$ cat src/verilog/lfbw_consts.svh
`ifndef LFBW_CONSTS_SVH
`define LFBW_CONSTS_SVH
// ****************************************
// Bit positions of the latched word
// ****************************************
`define LFBW_BIT_GENERAL     5'd0
`define LFBW_BIT_LIMIT       5'd1
`define LFBW_BIT_RANGE       5'd2
`define LFBW_BIT_QSTOP       5'd3
`define LFBW_BIT_STO_ZERO    5'd4
`define LFBW_BIT_LINK        5'd6
`define LFBW_BIT_REFSIG      5'd9
`define LFBW_BIT_MODE        5'd10
`define LFBW_BIT_UNDERV      5'd14
`define LFBW_BIT_OVERV       5'd15
`define LFBW_BIT_OVERCUR     5'd18
`define LFBW_BIT_CTRLV       5'd20
`define LFBW_BIT_TEMP        5'd21
`define LFBW_BIT_FOLLOW      5'd22
`define LFBW_BIT_STO_DIFF    5'd24
`define LFBW_BIT_NVM         5'd29
`define LFBW_BIT_STARTUP     5'd30
`define LFBW_BIT_SYSTEM      5'd31
// ****************************************
// Reset values
// ****************************************
`define LFBW_WORD_RESET      32'h0000_0000
`endif

$ cat src/verilog/lfbw_pkg.sv
`default_nettype none
package lfbw_pkg;
  typedef enum logic [2:0] {
    LFBW_CLASS_WARN  = 3'b000,
    LFBW_CLASS_QSTOP = 3'b001,
    LFBW_CLASS_QOFF  = 3'b010,
    LFBW_CLASS_FATAL = 3'b011,
    LFBW_CLASS_UNCTL = 3'b100
  } lfbw_class_e;
  typedef enum logic [1:0] {
    LFBW_ST_RUN  = 2'b00,
    LFBW_ST_STOP = 2'b01,
    LFBW_ST_OFF  = 2'b10
  } lfbw_state_e;
  typedef logic [31:0] lfbw_word_t;
endpackage
`default_nettype wire

$ cat src/verilog/lfbw_class_map.sv
`include "lfbw_consts.svh"
`default_nettype none
// ****************************************
// Worst pending class from the latched word
// ****************************************
module lfbw_class_map (
  input  wire logic                 [31:0] pend_i,
  input  wire logic                        low_shut_i,
  input  wire logic                        nvm_fatal4_i,
  input  wire logic                        start_fatal4_i,
  input  wire lfbw_pkg::lfbw_class_e       follow_class_i,
  output logic                             any_o,
  output lfbw_pkg::lfbw_class_e            class_o
);
  import lfbw_pkg::*;
  logic [2:0] c1, c2, c3, c4;
  assign any_o = |pend_i;
  assign c1 = (pend_i[`LFBW_BIT_LIMIT] | pend_i[`LFBW_BIT_RANGE] | pend_i[`LFBW_BIT_QSTOP])
              ? 3'h1 : 3'h0;
  assign c2 = (pend_i[`LFBW_BIT_MODE] | pend_i[`LFBW_BIT_UNDERV]) ? 3'h2 : 3'h0;
  assign c3 = (pend_i[`LFBW_BIT_STO_ZERO] | pend_i[`LFBW_BIT_OVERV]
              | pend_i[`LFBW_BIT_OVERCUR] | pend_i[`LFBW_BIT_TEMP]
              | (pend_i[`LFBW_BIT_UNDERV] & low_shut_i)
              | pend_i[`LFBW_BIT_NVM] | pend_i[`LFBW_BIT_STARTUP]) ? 3'h3 : 3'h0;
  assign c4 = (pend_i[`LFBW_BIT_STO_DIFF] | pend_i[`LFBW_BIT_SYSTEM]
              | (pend_i[`LFBW_BIT_NVM] & nvm_fatal4_i)
              | (pend_i[`LFBW_BIT_STARTUP] & start_fatal4_i)) ? 3'h4 : 3'h0;
  // Worst class wins; follow class is configurable
  always_comb begin
    logic [2:0] w;
    w = 3'h0;
    if (c1 > w) w = c1;
    if (c2 > w) w = c2;
    if (c3 > w) w = c3;
    if (c4 > w) w = c4;
    if (pend_i[`LFBW_BIT_FOLLOW] && (follow_class_i > w)) w = follow_class_i;
    class_o = lfbw_class_e'(w);
  end
endmodule
`default_nettype wire

$ cat src/verilog/lfbw_latch.sv
`include "lfbw_consts.svh"
`default_nettype none
// ****************************************
// Sticky bit store, set wins over clear
// ****************************************
module lfbw_latch #(
  parameter int WIDTH = 32
) (
  input  wire logic             clk_i,
  input  wire logic             rst_n_i,
  input  wire logic [WIDTH-1:0] set_i,
  input  wire logic             clr_i,
  output logic      [WIDTH-1:0] bits_o
);
  localparam logic [WIDTH-1:0] RESET_WORD = WIDTH'(`LFBW_WORD_RESET);
  genvar g;
  generate
    for (g = 0; g < WIDTH; g++) begin : g_bit
      always_ff @(posedge clk_i or negedge rst_n_i) begin
        if (!rst_n_i) bits_o[g] <= RESET_WORD[g];
        else if (set_i[g]) bits_o[g] <= 1'b1;
        else if (clr_i) bits_o[g] <= 1'b0;
      end
    end
  endgenerate
endmodule
`default_nettype wire

$ cat src/verilog/lfbw_top.sv
`include "lfbw_consts.svh"
`default_nettype none
module lfbw_top (
  input  wire logic                  CLK_SYS_I,
  input  wire logic                  RST_N_I,
  input  wire logic                  GENERAL_ERROR_I,
  input  wire logic                  POSITIVE_TRAVEL_LIMIT_INPUT_I,
  input  wire logic                  NEGATIVE_TRAVEL_LIMIT_INPUT_I,
  input  wire logic                  REFERENCE_LIMIT_INPUT_I,
  input  wire logic                  LIMIT_LINE_BROKEN_I,
  input  wire logic                  OUT_OF_TRAVEL_RANGE_I,
  input  wire logic                  FIELDBUS_FAST_STOP_I,
  input  wire logic                  SAFE_TORQUE_OFF_INPUT_A_I,
  input  wire logic                  SAFE_TORQUE_OFF_INPUT_B_I,
  input  wire logic                  LINK_IS_RS485_I,
  input  wire logic                  RS485_LINK_LOST_I,
  input  wire logic                  REF_SIGNAL_BAD_I,
  input  wire logic                  MODE_PROCESS_ERROR_I,
  input  wire logic                  RAIL_BELOW_STOP_I,
  input  wire logic                  RAIL_BELOW_SHUTOFF_I,
  input  wire logic                  RAIL_OVERVOLTAGE_I,
  input  wire logic                  PHASE_OVERCURRENT_I,
  input  wire logic                  CTRL_SUPPLY_LOW_I,
  input  wire logic                  STAGE_OVERTEMP_I,
  input  wire logic                  FOLLOWING_ERROR_I,
  input  wire lfbw_pkg::lfbw_class_e FOLLOWING_ERROR_RESPONSE_SETTING_I,
  input  wire logic                  NVM_CHECKSUM_FAIL_I,
  input  wire logic                  NVM_FAIL_FATAL4_I,
  input  wire logic                  STARTUP_FAIL_I,
  input  wire logic                  STARTUP_FAIL_FATAL4_I,
  input  wire logic                  SYSTEM_FAULT_I,
  input  wire logic                  STANDSTILL_I,
  input  wire logic                  FAULT_RESET_I,
  output lfbw_pkg::lfbw_word_t       LATCHED_ERROR_BITS_O,
  output lfbw_pkg::lfbw_class_e      ACTIVE_CLASS_O,
  output logic                       QUICK_STOP_O,
  output logic                       STAGE_ENABLE_O,
  output logic                       WARNING_O
);
  import lfbw_pkg::*;

  // ****************************************
  // Reset release
  // ****************************************
  logic rst_q1, rst_n;
  always_ff @(posedge CLK_SYS_I or negedge RST_N_I) begin
    if (!RST_N_I) begin
      rst_q1 <= 1'b0;
      rst_n  <= 1'b0;
    end else begin
      rst_q1 <= 1'b1;
      rst_n  <= rst_q1;
    end
  end

  // ****************************************
  // Cause vector
  // ****************************************
  logic [31:0] cause;
  logic        low_shut;
  logic        sto_zero, sto_diff;
  assign sto_zero = !SAFE_TORQUE_OFF_INPUT_A_I && !SAFE_TORQUE_OFF_INPUT_B_I;
  assign sto_diff = SAFE_TORQUE_OFF_INPUT_A_I ^ SAFE_TORQUE_OFF_INPUT_B_I;
  always_comb begin
    cause = 32'h0000_0000;
    cause[`LFBW_BIT_GENERAL]  = GENERAL_ERROR_I;
    cause[`LFBW_BIT_LIMIT]    = POSITIVE_TRAVEL_LIMIT_INPUT_I
                              | NEGATIVE_TRAVEL_LIMIT_INPUT_I
                              | REFERENCE_LIMIT_INPUT_I | LIMIT_LINE_BROKEN_I;
    cause[`LFBW_BIT_RANGE]    = OUT_OF_TRAVEL_RANGE_I;
    cause[`LFBW_BIT_QSTOP]    = FIELDBUS_FAST_STOP_I;
    cause[`LFBW_BIT_STO_ZERO] = sto_zero;
    cause[`LFBW_BIT_LINK]     = RS485_LINK_LOST_I & LINK_IS_RS485_I;
    cause[`LFBW_BIT_REFSIG]   = REF_SIGNAL_BAD_I;
    cause[`LFBW_BIT_MODE]     = MODE_PROCESS_ERROR_I;
    cause[`LFBW_BIT_UNDERV]   = RAIL_BELOW_STOP_I | RAIL_BELOW_SHUTOFF_I;
    cause[`LFBW_BIT_OVERV]    = RAIL_OVERVOLTAGE_I;
    cause[`LFBW_BIT_OVERCUR]  = PHASE_OVERCURRENT_I;
    cause[`LFBW_BIT_CTRLV]    = CTRL_SUPPLY_LOW_I;
    cause[`LFBW_BIT_TEMP]     = STAGE_OVERTEMP_I;
    cause[`LFBW_BIT_FOLLOW]   = FOLLOWING_ERROR_I;
    cause[`LFBW_BIT_STO_DIFF] = sto_diff;
    cause[`LFBW_BIT_NVM]      = NVM_CHECKSUM_FAIL_I;
    cause[`LFBW_BIT_STARTUP]  = STARTUP_FAIL_I;
    cause[`LFBW_BIT_SYSTEM]   = SYSTEM_FAULT_I;
  end

  // Shut-off depth of the undervoltage is itself sticky, so class 3 survives recovery
  always_ff @(posedge CLK_SYS_I or negedge rst_n) begin
    if (!rst_n) low_shut <= 1'b0;
    else if (RAIL_BELOW_SHUTOFF_I) low_shut <= 1'b1;
    else if (FAULT_RESET_I) low_shut <= 1'b0;
  end

  // ****************************************
  // Latched word
  // ****************************************
  logic [31:0] word;
  lfbw_latch #(.WIDTH(32)) u_latch (
    .clk_i   (CLK_SYS_I),
    .rst_n_i (rst_n),
    .set_i   (cause),
    .clr_i   (FAULT_RESET_I),
    .bits_o  (word)
  );
  assign LATCHED_ERROR_BITS_O = word;

  // ****************************************
  // Class and reaction
  // ****************************************
  logic        any_pend;
  lfbw_class_e cls;
  lfbw_class_map u_map (
    .pend_i         (word),
    .low_shut_i     (low_shut),
    .nvm_fatal4_i   (NVM_FAIL_FATAL4_I),
    .start_fatal4_i (STARTUP_FAIL_FATAL4_I),
    .follow_class_i (FOLLOWING_ERROR_RESPONSE_SETTING_I),
    .any_o          (any_pend),
    .class_o        (cls)
  );

  // Stopping classes pass through STOP; disabling classes skip it
  lfbw_state_e st, next_st;
  always_comb begin
    next_st = st;
    case (st)
      LFBW_ST_RUN: begin
        if (cls == LFBW_CLASS_FATAL || cls == LFBW_CLASS_UNCTL) next_st = LFBW_ST_OFF;
        else if (cls == LFBW_CLASS_QSTOP || cls == LFBW_CLASS_QOFF) next_st = LFBW_ST_STOP;
      end
      LFBW_ST_STOP: begin
        if (cls == LFBW_CLASS_FATAL || cls == LFBW_CLASS_UNCTL) next_st = LFBW_ST_OFF;
        else if (cls == LFBW_CLASS_QOFF && STANDSTILL_I) next_st = LFBW_ST_OFF;
        else if (cls == LFBW_CLASS_WARN) next_st = LFBW_ST_RUN;
      end
      LFBW_ST_OFF: begin
        if (cls == LFBW_CLASS_WARN) next_st = LFBW_ST_RUN;
      end
      default: next_st = LFBW_ST_OFF;
    endcase
  end
  always_ff @(posedge CLK_SYS_I or negedge rst_n) begin
    if (!rst_n) st <= LFBW_ST_RUN;
    else st <= next_st;
  end

  // Class 4 in hardware clears like any other; only power cycling truly ends it upstream
  always_ff @(posedge CLK_SYS_I or negedge rst_n) begin
    if (!rst_n) begin
      ACTIVE_CLASS_O <= LFBW_CLASS_WARN;
      QUICK_STOP_O   <= 1'b0;
      STAGE_ENABLE_O <= 1'b1;
      WARNING_O      <= 1'b0;
    end else begin
      ACTIVE_CLASS_O <= cls;
      QUICK_STOP_O   <= (next_st == LFBW_ST_STOP);
      STAGE_ENABLE_O <= (next_st != LFBW_ST_OFF);
      WARNING_O      <= any_pend && (cls == LFBW_CLASS_WARN);
    end
  end

  // ****************************************
  // Checks
  // ****************************************
  AST_STICKY: assert property (@(posedge CLK_SYS_I) disable iff (!rst_n)
    !$past(FAULT_RESET_I) |-> (word & $past(word)) == $past(word))
    else $error("Latched bit dropped without reset");
  AST_STO_ZERO: assert property (@(posedge CLK_SYS_I) disable iff (!rst_n)
    sto_zero |=> word[`LFBW_BIT_STO_ZERO] ##1 !STAGE_ENABLE_O)
    else $error("STO low did not disable stage");
  AST_STO_DIFF: assert property (@(posedge CLK_SYS_I) disable iff (!rst_n)
    sto_diff |=> word[`LFBW_BIT_STO_DIFF] && cls == LFBW_CLASS_UNCTL)
    else $error("STO mismatch not latched as class 4");
  AST_QSTOP: assert property (@(posedge CLK_SYS_I) disable iff (!rst_n)
    FIELDBUS_FAST_STOP_I && !FAULT_RESET_I |=> word[`LFBW_BIT_QSTOP]
      ##1 (QUICK_STOP_O || !STAGE_ENABLE_O))
    else $error("Fast stop not latched");
  AST_LINK: assert property (@(posedge CLK_SYS_I) disable iff (!rst_n)
    RS485_LINK_LOST_I && !LINK_IS_RS485_I && !word[`LFBW_BIT_LINK] |=> !word[`LFBW_BIT_LINK])
    else $error("Link bit set for non serial link");
  AST_UNDERV: assert property (@(posedge CLK_SYS_I) disable iff (!rst_n)
    RAIL_BELOW_SHUTOFF_I |=> word[`LFBW_BIT_UNDERV] && cls >= LFBW_CLASS_FATAL)
    else $error("Deep undervoltage not class 3");
  AST_CLEAR: assert property (@(posedge CLK_SYS_I) disable iff (!rst_n)
    FAULT_RESET_I && cause == 32'h0000_0000 |=> word == 32'h0000_0000)
    else $error("Fault reset left bits set");
  AST_WARN: assert property (@(posedge CLK_SYS_I) disable iff (!rst_n)
    cls == LFBW_CLASS_WARN && st == LFBW_ST_RUN |=> STAGE_ENABLE_O && !QUICK_STOP_O)
    else $error("Warning interrupted motion");
  AST_FOLLOW: assert property (@(posedge CLK_SYS_I) disable iff (!rst_n)
    word == 32'h0040_0000 && !low_shut |-> cls == FOLLOWING_ERROR_RESPONSE_SETTING_I)
    else $error("Following error class not from setting");

  // ****************************************
  // Per-bit and reaction checks
  // ****************************************
  // Class checks below class 4 use >= since a worse pending bit may lift the class further

  AST_GENERAL: assert property (@(posedge CLK_SYS_I) disable iff (!rst_n)
    GENERAL_ERROR_I |=> word[`LFBW_BIT_GENERAL])
    else $error("General error not latched");

  AST_LIMIT: assert property (@(posedge CLK_SYS_I) disable iff (!rst_n)
    (POSITIVE_TRAVEL_LIMIT_INPUT_I || NEGATIVE_TRAVEL_LIMIT_INPUT_I || REFERENCE_LIMIT_INPUT_I
      || LIMIT_LINE_BROKEN_I) |=> word[`LFBW_BIT_LIMIT] && cls >= LFBW_CLASS_QSTOP)
    else $error("Limit fault not latched as class 1");

  AST_RANGE: assert property (@(posedge CLK_SYS_I) disable iff (!rst_n)
    OUT_OF_TRAVEL_RANGE_I |=> word[`LFBW_BIT_RANGE] && cls >= LFBW_CLASS_QSTOP)
    else $error("Travel range fault not latched as class 1");

  AST_STO_ZERO_CLASS: assert property (@(posedge CLK_SYS_I) disable iff (!rst_n)
    sto_zero |=> cls >= LFBW_CLASS_FATAL)
    else $error("STO low not class 3");

  AST_LINK_SET: assert property (@(posedge CLK_SYS_I) disable iff (!rst_n)
    RS485_LINK_LOST_I && LINK_IS_RS485_I |=> word[`LFBW_BIT_LINK])
    else $error("Serial link loss not latched");

  AST_REFSIG: assert property (@(posedge CLK_SYS_I) disable iff (!rst_n)
    REF_SIGNAL_BAD_I |=> word[`LFBW_BIT_REFSIG])
    else $error("Reference signal fault not latched");

  AST_MODE: assert property (@(posedge CLK_SYS_I) disable iff (!rst_n)
    MODE_PROCESS_ERROR_I |=> word[`LFBW_BIT_MODE] && cls >= LFBW_CLASS_QOFF)
    else $error("Mode error not latched as class 2");

  AST_UNDERV_STOP: assert property (@(posedge CLK_SYS_I) disable iff (!rst_n)
    RAIL_BELOW_STOP_I |=> word[`LFBW_BIT_UNDERV] && cls >= LFBW_CLASS_QOFF)
    else $error("Undervoltage not latched as class 2");

  AST_OVERV: assert property (@(posedge CLK_SYS_I) disable iff (!rst_n)
    RAIL_OVERVOLTAGE_I |=> word[`LFBW_BIT_OVERV] && cls >= LFBW_CLASS_FATAL)
    else $error("Overvoltage not latched as class 3");

  AST_OVERCUR: assert property (@(posedge CLK_SYS_I) disable iff (!rst_n)
    PHASE_OVERCURRENT_I |=> word[`LFBW_BIT_OVERCUR] && cls >= LFBW_CLASS_FATAL)
    else $error("Overcurrent not latched as class 3");

  AST_CTRLV: assert property (@(posedge CLK_SYS_I) disable iff (!rst_n)
    CTRL_SUPPLY_LOW_I |=> word[`LFBW_BIT_CTRLV])
    else $error("Controller supply fault not latched");

  AST_TEMP: assert property (@(posedge CLK_SYS_I) disable iff (!rst_n)
    STAGE_OVERTEMP_I |=> word[`LFBW_BIT_TEMP] && cls >= LFBW_CLASS_FATAL)
    else $error("Overtemperature not latched as class 3");

  AST_FOLLOW_SET: assert property (@(posedge CLK_SYS_I) disable iff (!rst_n)
    FOLLOWING_ERROR_I |=> word[`LFBW_BIT_FOLLOW])
    else $error("Following error not latched");

  AST_NVM: assert property (@(posedge CLK_SYS_I) disable iff (!rst_n)
    NVM_CHECKSUM_FAIL_I |=> word[`LFBW_BIT_NVM] && cls >= LFBW_CLASS_FATAL)
    else $error("Store checksum fault not latched as class 3");

  AST_NVM4: assert property (@(posedge CLK_SYS_I) disable iff (!rst_n)
    NVM_CHECKSUM_FAIL_I ##1 NVM_FAIL_FATAL4_I |-> cls == LFBW_CLASS_UNCTL)
    else $error("Store checksum fault not class 4");

  AST_START: assert property (@(posedge CLK_SYS_I) disable iff (!rst_n)
    STARTUP_FAIL_I |=> word[`LFBW_BIT_STARTUP] && cls >= LFBW_CLASS_FATAL)
    else $error("Start-up fault not latched as class 3");

  AST_START4: assert property (@(posedge CLK_SYS_I) disable iff (!rst_n)
    STARTUP_FAIL_I ##1 STARTUP_FAIL_FATAL4_I |-> cls == LFBW_CLASS_UNCTL)
    else $error("Start-up fault not class 4");

  AST_SYSTEM: assert property (@(posedge CLK_SYS_I) disable iff (!rst_n)
    SYSTEM_FAULT_I |=> word[`LFBW_BIT_SYSTEM] && cls == LFBW_CLASS_UNCTL)
    else $error("System fault not latched as class 4");

  AST_WORD_SET: assert property (@(posedge CLK_SYS_I) disable iff (!rst_n)
    cause != 32'h0000_0000 |=> (word & $past(cause)) == $past(cause))
    else $error("Active cause missing from word");

  AST_OFF_NOW: assert property (@(posedge CLK_SYS_I) disable iff (!rst_n)
    cls >= LFBW_CLASS_FATAL |=> !STAGE_ENABLE_O && !QUICK_STOP_O)
    else $error("Class 3 or 4 did not disable at once");

  AST_QSTOP_ON: assert property (@(posedge CLK_SYS_I) disable iff (!rst_n)
    cls == LFBW_CLASS_QSTOP && st != LFBW_ST_OFF |=> QUICK_STOP_O && STAGE_ENABLE_O)
    else $error("Class 1 did not stop with stage on");

  AST_QOFF_WAIT: assert property (@(posedge CLK_SYS_I) disable iff (!rst_n)
    cls == LFBW_CLASS_QOFF && st == LFBW_ST_STOP && !STANDSTILL_I
      |=> QUICK_STOP_O && STAGE_ENABLE_O)
    else $error("Class 2 disabled before standstill");

  AST_QOFF_DONE: assert property (@(posedge CLK_SYS_I) disable iff (!rst_n)
    cls == LFBW_CLASS_QOFF && st == LFBW_ST_STOP && STANDSTILL_I |=> !STAGE_ENABLE_O)
    else $error("Class 2 did not disable at standstill");
endmodule
`default_nettype wire

$ cat config.mk
export PLATFORM = sky130hd
export DESIGN_NAME = lfbw_top
export DESIGN_NICKNAME = d
export VERILOG_FILES = /design/src/verilog/lfbw_pkg.sv /design/src/verilog/lfbw_class_map.sv /design/src/verilog/lfbw_latch.sv /design/src/verilog/lfbw_top.sv
export VERILOG_INCLUDE_DIRS = /design/src /design/src/verilog
export SDC_FILE = /design/constraint.sdc
export NUM_CORES = 1
export LEC_CHECK = 0
export BUFFER_PORTS_ARGS = -buffer_cell sky130_fd_sc_hd__buf_2
export CAP_MARGIN = 15
export CORE_UTILIZATION = 45
export CTS_BUF_LIST = sky130_fd_sc_hd__clkbuf_16
export DETAILED_ROUTE_END_ITERATION = 12
export MAX_ROUTING_LAYER = met4
export PLACE_DENSITY = 0.81
export SLEW_MARGIN = 20
export SYNTH_ARGS = -nofsm -noshare
export SYNTH_HDL_FRONTEND = slang
export SYNTH_SLANG_ARGS = --single-unit
$ cat constraint.sdc
create_clock -name CLK_SYS_I -period 0.95 [get_ports CLK_SYS_I]
set_input_delay 0.19 -clock CLK_SYS_I [delete_from_list [all_inputs] [get_ports CLK_SYS_I]]
set_output_delay 0.19 -clock CLK_SYS_I [all_outputs]
set_load 0.05 [all_outputs]
# ---- Yosys cells after proc, flatten, opt, wreduce, memory -nomap -nowiden
# Cells that the tools add are included.
dict set report op_classes {
  magnitude_cmp 5
  eq_ne 8
  muxes 35
  bitwise 21
  reduce_logical 30
}
# operator n
set op_table {}
lappend op_table {{2-bit nonzero test} 19}
lappend op_table {{1-bit 2-to-1 mux} 21}
lappend op_table {{3-bit 2-to-1 mux} 6}
lappend op_table {{18-bit OR reduction} 1}
lappend op_table {{1-bit OR} 16}
lappend op_table {{2-bit 2-to-1 mux} 7}
lappend op_table {{3-bit greater-than comparator} 4}
lappend op_table {{3-bit by 2-bit equality test with 1-bit output, second input constant} 2}
lappend op_table {{2-bit case mux with 3 select lines} 1}
lappend op_table {{1-bit AND} 4}
lappend op_table {{2-bit by 1-bit equality test with 1-bit output, second input constant} 2}
lappend op_table {{1-bit logical AND} 4}
lappend op_table {{3-bit by 1-bit equality test with 1-bit output, second input constant} 1}
lappend op_table {{3-bit equality test, second input constant} 1}
lappend op_table {{3-bit by 1-bit greater-than comparator with 1-bit output, second input constant} 1}
lappend op_table {{3-bit zero test} 1}
lappend op_table {{2-bit equality test, second input constant} 1}
lappend op_table {{1-bit zero test} 2}
lappend op_table {{2-bit zero test} 1}
lappend op_table {{1-bit logical OR} 2}
lappend op_table {{2-bit != test, second input constant} 1}
lappend op_table {{1-bit bitwise XOR} 1}
dict set report totals {
  reg_bits 29
  in_bits 32
  output_inout_bits 38
  wordCells 125
}

# ---- Logic depth before layout (Yosys ltp)
dict set report logic_depth {
  word_depth 20
  mapped_depth 11
}

# ---- Cells and area by module
# From an unflattened synthesis, not the netlist that was laid out.
dict set report unflattened {
  hier_cells 139
  area_unflattened_um2 1746.7
}
# mod n_inst cells_each area_per_inst_um2 seq_area_each_um2
set by_module_without_submodules {}
lappend by_module_without_submodules {lfbw_latch 1 68 1081.0 800.8}
lappend by_module_without_submodules {lfbw_top 1 35 426.7 276.5}
lappend by_module_without_submodules {lfbw_class_map 1 36 239.0 0.0}

# ---- Worst setup path after synthesis
# OpenSTA, ideal clock, no wires.
dict set report synth_path {
  path_kind {register to register}
  startpoint {register u_latch.bits_o[24]}
  endpoint {register QUICK_STOP_O}
  setup_time_ps 67
  arrival_time_ps 2657
  t_required_ps 883
  slack_ps -1774
  stages_incl_launch_ff 12
  path_buffers 0
  cell_sequence {dfrtp_1 or2_1 a221o_2 clkinv_2 nand2_2 ha_1 nor2b_2 o31ai_4 nor2_4 mux2_2 nand2b_1 and3_1}
}
dict set report synth_via {
  elab_chain_len 15
  elab_cells_between_ends 24
  cone_classes {order compare (2); eq/ne (5); mux (9); bitwise (3); reduce/logical (5)}
}
# element line_no
set synth_rtl {}
lappend synth_rtl {{from (decl)} lfbw_latch.sv:13} ;# output logic [WIDTH-1:0] bits_o
lappend synth_rtl {{from (signal, indexed assignment)} lfbw_latch.sv:20} ;# if (!rst_n_i) bits_o[g] <= RESET_WORD[g];
lappend synth_rtl {{1-bit OR (*) (3 in a row)} lfbw_class_map.sv:25} ;# assign c4 = (pend_i[`LFBW_BIT_STO_DIFF] | pend_i[`LFBW_BIT_SYSTEM]
lappend synth_rtl {{3-bit 2-to-1 mux (*)} lfbw_class_map.sv:25}
lappend synth_rtl {{3-bit greater-than comparator} lfbw_class_map.sv:35} ;# if (c4 > w) w = c4;
lappend synth_rtl {{3-bit 2-to-1 mux (*)} lfbw_class_map.sv:35}
lappend synth_rtl {{3-bit greater-than comparator} lfbw_class_map.sv:36} ;# if (pend_i[`LFBW_BIT_FOLLOW] && (follow_class_i > w)) w = follow_class_i;
lappend synth_rtl {{1-bit logical AND} lfbw_class_map.sv:36}
lappend synth_rtl {{3-bit 2-to-1 mux (*)} lfbw_class_map.sv:36}
lappend synth_rtl {{named net cls[2]} lfbw_top.sv:112} ;# lfbw_class_e cls;
lappend synth_rtl {{3-bit zero test, or another cell as far along} {lfbw_top.sv:135, lfbw_top.sv:138}}
lappend synth_rtl {{2-bit 2-to-1 mux, or another cell as far along} {lfbw_top.sv:135, lfbw_top.sv:138}}
lappend synth_rtl {{2-bit 2-to-1 mux (on tied branches)} {lfbw_top.sv:134, lfbw_top.sv:130}}
lappend synth_rtl {{2-bit 2-to-1 mux (on tied branches)} {lfbw_top.sv:133, lfbw_top.sv:129}}
lappend synth_rtl {{2-bit case mux with 3 select lines (*)} lfbw_top.sv:127} ;# case (st)
lappend synth_rtl {{2-bit by 1-bit equality test with 1-bit output (*)} lfbw_top.sv:157} ;# QUICK_STOP_O <= (next_st == LFBW_ST_STOP);
lappend synth_rtl {{to (signal assigned)} lfbw_top.sv:157}
lappend synth_rtl {{to (decl)} lfbw_top.sv:36} ;# output logic QUICK_STOP_O,
# The timed path passes the listed nets; every way through them passes the cells marked *.
# A chain may end at the register's enable or synchronous reset.

# ---- Worst setup path after layout
dict set report layout_path {
  startpoint {register u_latch.bits_o[24]}
  endpoint {register WARNING_O}
}
dict set report layout_via {
  elab_chain_len 11
  elab_cells_between_ends 12
  cone_classes {order compare (2); mux (3); bitwise (3); reduce/logical (4)}
}
# element line_no
set layout_rtl {}
lappend layout_rtl {{1-bit OR (*) (3 in a row)} lfbw_class_map.sv:25}
lappend layout_rtl {{3-bit 2-to-1 mux (*)} lfbw_class_map.sv:25}
lappend layout_rtl {{3-bit greater-than comparator} lfbw_class_map.sv:35}
lappend layout_rtl {{3-bit 2-to-1 mux (*)} lfbw_class_map.sv:35}
lappend layout_rtl {{3-bit greater-than comparator} lfbw_class_map.sv:36}
lappend layout_rtl {{1-bit logical AND} lfbw_class_map.sv:36}
lappend layout_rtl {{3-bit 2-to-1 mux (*)} lfbw_class_map.sv:36}
lappend layout_rtl {{named net cls[2]} lfbw_top.sv:112}
lappend layout_rtl {{3-bit zero test (*)} lfbw_top.sv:159} ;# WARNING_O <= any_pend && (cls == LFBW_CLASS_WARN);
lappend layout_rtl {{1-bit logical AND (*)} lfbw_top.sv:159}
lappend layout_rtl {{to (signal assigned)} lfbw_top.sv:159}
lappend layout_rtl {{to (decl)} lfbw_top.sv:38} ;# output logic WARNING_O
# Marked as above.

==> impl_metrics.toml <==
[routing]
avgRoutedWirePerCell_um = 20.2
vias = 1366
drt-initial-drc-count = 50
routed_wl_um = 5150
drc = 4
drtAntennaViolNets = 0
dr.pass1.iters = 10
via_per_inst = 5.36

[pwr]
ir_drop_mv = 1.58
power.total_mw = 4.14
leakage_nw = 1.24
powerDensity_nw_per_um2 = 1680

[setup_path]
setup.worst_path.end = "WARNING_O"
worstPathRequired_ps = 1120
setup.worst_path.start = "u_latch.bits_o[24]"
r2r_end = "WARNING_O"
end_kind = "flip-flop"
r2r.worst_path.cells = 9
startpoint_type = "flip-flop"
worst-endpoint-arrival_ps = 2780
crit_type = "flip-flop to flip-flop"
crit_fanout = 7
r2r-start = "u_latch.bits_o[24]"
rrSetupSlack_ps = -1660

[synth]
synth.distinct_cells = 41
synth_compound_area_share_pct = 20.4
avgSynthCellArea_um2 = 11.7
yosys.area_share.adder_pct = 3.55
ys.flop_type = "dfrtp_1"
yosysSeqAreaShare_pct = 51.5
synthTopCellsByCount = "dfrtp_1 (28), a21o_1 (16), buf_4 (14)"
synth-xor-area-share_pct = 0
yosysTopAreaCell = "dfrtp_1"
synthSimpleGateAreaFrac_pct = 12.1
synth.area.mux_share_pct = 2.30
yosysWarningCount = 0
synth_edf_count = 0
synth_area_um2 = 1410
synth_top_area_share_pct = 49.6
yosysMostFrequentCell = "dfrtp_1"
netlist_instances = 121
ys_async_sr_fraction_pct = 100
ys_seq_elements = 29
synth_top_family_by_area = "compound AO/OA/AOI/OAI gates"
synthTopCellsByArea = "dfrtp_1 (50%), a21o_1 (8.5%), buf_4 (7.4%)"

[placement]
io_buffers = 55
gp_congestion = 0.995
hpwl_um = 2490

[global_routing]
grt_pass1_vias = 1460
grt_pass1_wl_um = 7020
globalRouteTotalUtil_pct = 30.1
grt_max_degree = 28
overflow = 0
antenna_found_initial = 0

[timing]
skew_ps = 7.31
period_share_pct = 274
holdWs_ps = 88.0
hold_viol_final = 0
setup_viol = 34
setup_slack_ps = -1660
max_freq_mhz = 384
maxSlewViolCount = 0
min_period_ps = 2610
rsz0062_at_grt = "true"

[clock_tree]
cts_root_buf = "clkbuf_16"
path_clk_slew_ps = 50
clk_latency_ps = 280
htree_levels = 2
cts.sinks = 29
cts_tree = "yes"
cts_buffer_depth = 2
numCtsBuffers = 5

[cells_and_area]
drive_above_1_share_pct = 58.9
syn_to_final_growth_pct = 74.7
final_util_pct = 86.4
num_antenna_cells = 0
nets = 259

[outcome]
status = "finished with violations"
violations = "design-rule violations, negative setup slack"

[die]
boundaryPins = 70
die_h_um = 58.0
start_util_pct = 49.5
fp-row-count = 19
dieArea_um2 = 3360
fp.dieW_um = 58.0
coreArea_um2 = 2850

[run]
maxCapViolCount = 0

[hold_path]
holdCritPathClass = "input pin to flip-flop"
repair_timing:
action | in CTS | in global routing
setup buffers | 7 | 12
resized for setup | 77 | 16
pin swaps | 5 | 6
hold buffers | 1 | 0
setup endpoints to repair | 32 | 32
hold endpoints to repair | 2 | 0
where the power goes:
| group | leakage (nW) | switching, mW | internal [mW] | total, mW |
|---|---|---|---|---|
| logic | 0.852 | 0.699 | 0.503 | 1.20 |
| registers | 0.322 | 0.0874 | 1.33 | 1.42 |
| clock network | 0.0687 | 0.578 | 0.946 | 1.52 |
| total | 1.24 | 1.36 | 2.78 | 4.14 |
cells in the final DEF, fill, tap and decap left out, types with 2 or more instances in the layout:
master and instances:
ha_1 3, buf_6 25, dfrtp_2 5, conb_1 15
a211o_1 2, clkinv_1 3, nand3_1 2, nor2_1 3
nor3_1 3, a21o_1 16, clkbuf_16 5, dfrtp_1 23
nor2_2 2, a211oi_2 2, buf_8 14, o31ai_4 2
buf_4 26, inv_1 5, nor4_1 2, buf_2 31
cell type report:
class                      count  area, um^2
tap                           31        38.8
inverter                       7        31.3
fill                         119         387
clock buffer                   5         125
clock inverter                 3        12.5
sequential                    29         733
timing repair buffer          97         852
multi-input combinational     83         673
worst max-delay path: stages (launching register included):
cell and delay, ps:
dfrtp_2 410, or2_1 240, a221o_2 370, nor2_2 170, ha_1 260, nand3_1 120, o31ai_4 110, nor2_4 230
mux2_4 370, a311oi_2 210
per-stage QoR:
stage | TNS (ps) | cells | setup slack (ps) | area [um^2]
after global placement | -11070 | 236 | -1430 | 1930
after CTS | -15160 | 248 | -1550 | 2360
final | -16710 | 255 | -1660 | 2470
after floorplan | -12180 | 134 | -1610 | 1500
after global routing | -17520 | 255 | -1710 | 2470
after detailed placement | -11830 | 236 | -1540 | 1930
per-layer routing:
metal | vias to the layer above | GRT usage [%] | part of all wire, %
met5 | - | - | 0
met4 | 0 | 12.2 | 5.3
met3 | 24 | 7.14 | 5.3
met2 | 69 | 52.9 | 51
met1 | 669 | 32.7 | 38
li1 | 604 | - | -
flip-flops by register name, summed over array words and instances (netlist names):
name / count
ACTIVE_CLASS_O: 3
st: 2
rst_n: 1
WARNING_O: 1
u_latch.bits_o: 18
STAGE_ENABLE_O: 1
rst_q1: 1
QUICK_STOP_O: 1
low_shut: 1
how the worst min path moves through the flow:
stage          cells past startpoint  slack (ps)            startpoint                 end
5_1_grt                            2          90   PHASE_OVERCURRENT_I  u_latch.bits_o[18]
6_report                           2          90   PHASE_OVERCURRENT_I  u_latch.bits_o[18]
4_1_cts                            2          90  FIELDBUS_FAST_STOP_I   u_latch.bits_o[3]
3_3_place_gp                       1         -20               RST_N_I              rst_q1
2_1_floorplan                      0        -110               RST_N_I               rst_n
3_5_place_dp                       1         -20               RST_N_I              rst_q1
kinds of logic after synthesis:
group / count (synthesis)
buffers and inverters: 22
flip-flops: 29
multiplexers: 3
adder cells (fa/ha/maj): 4
AND/OR/NAND/NOR: 27
AO/OA/AOI/OAI: 34
other: 2
(Power assumes the default switching activity.)
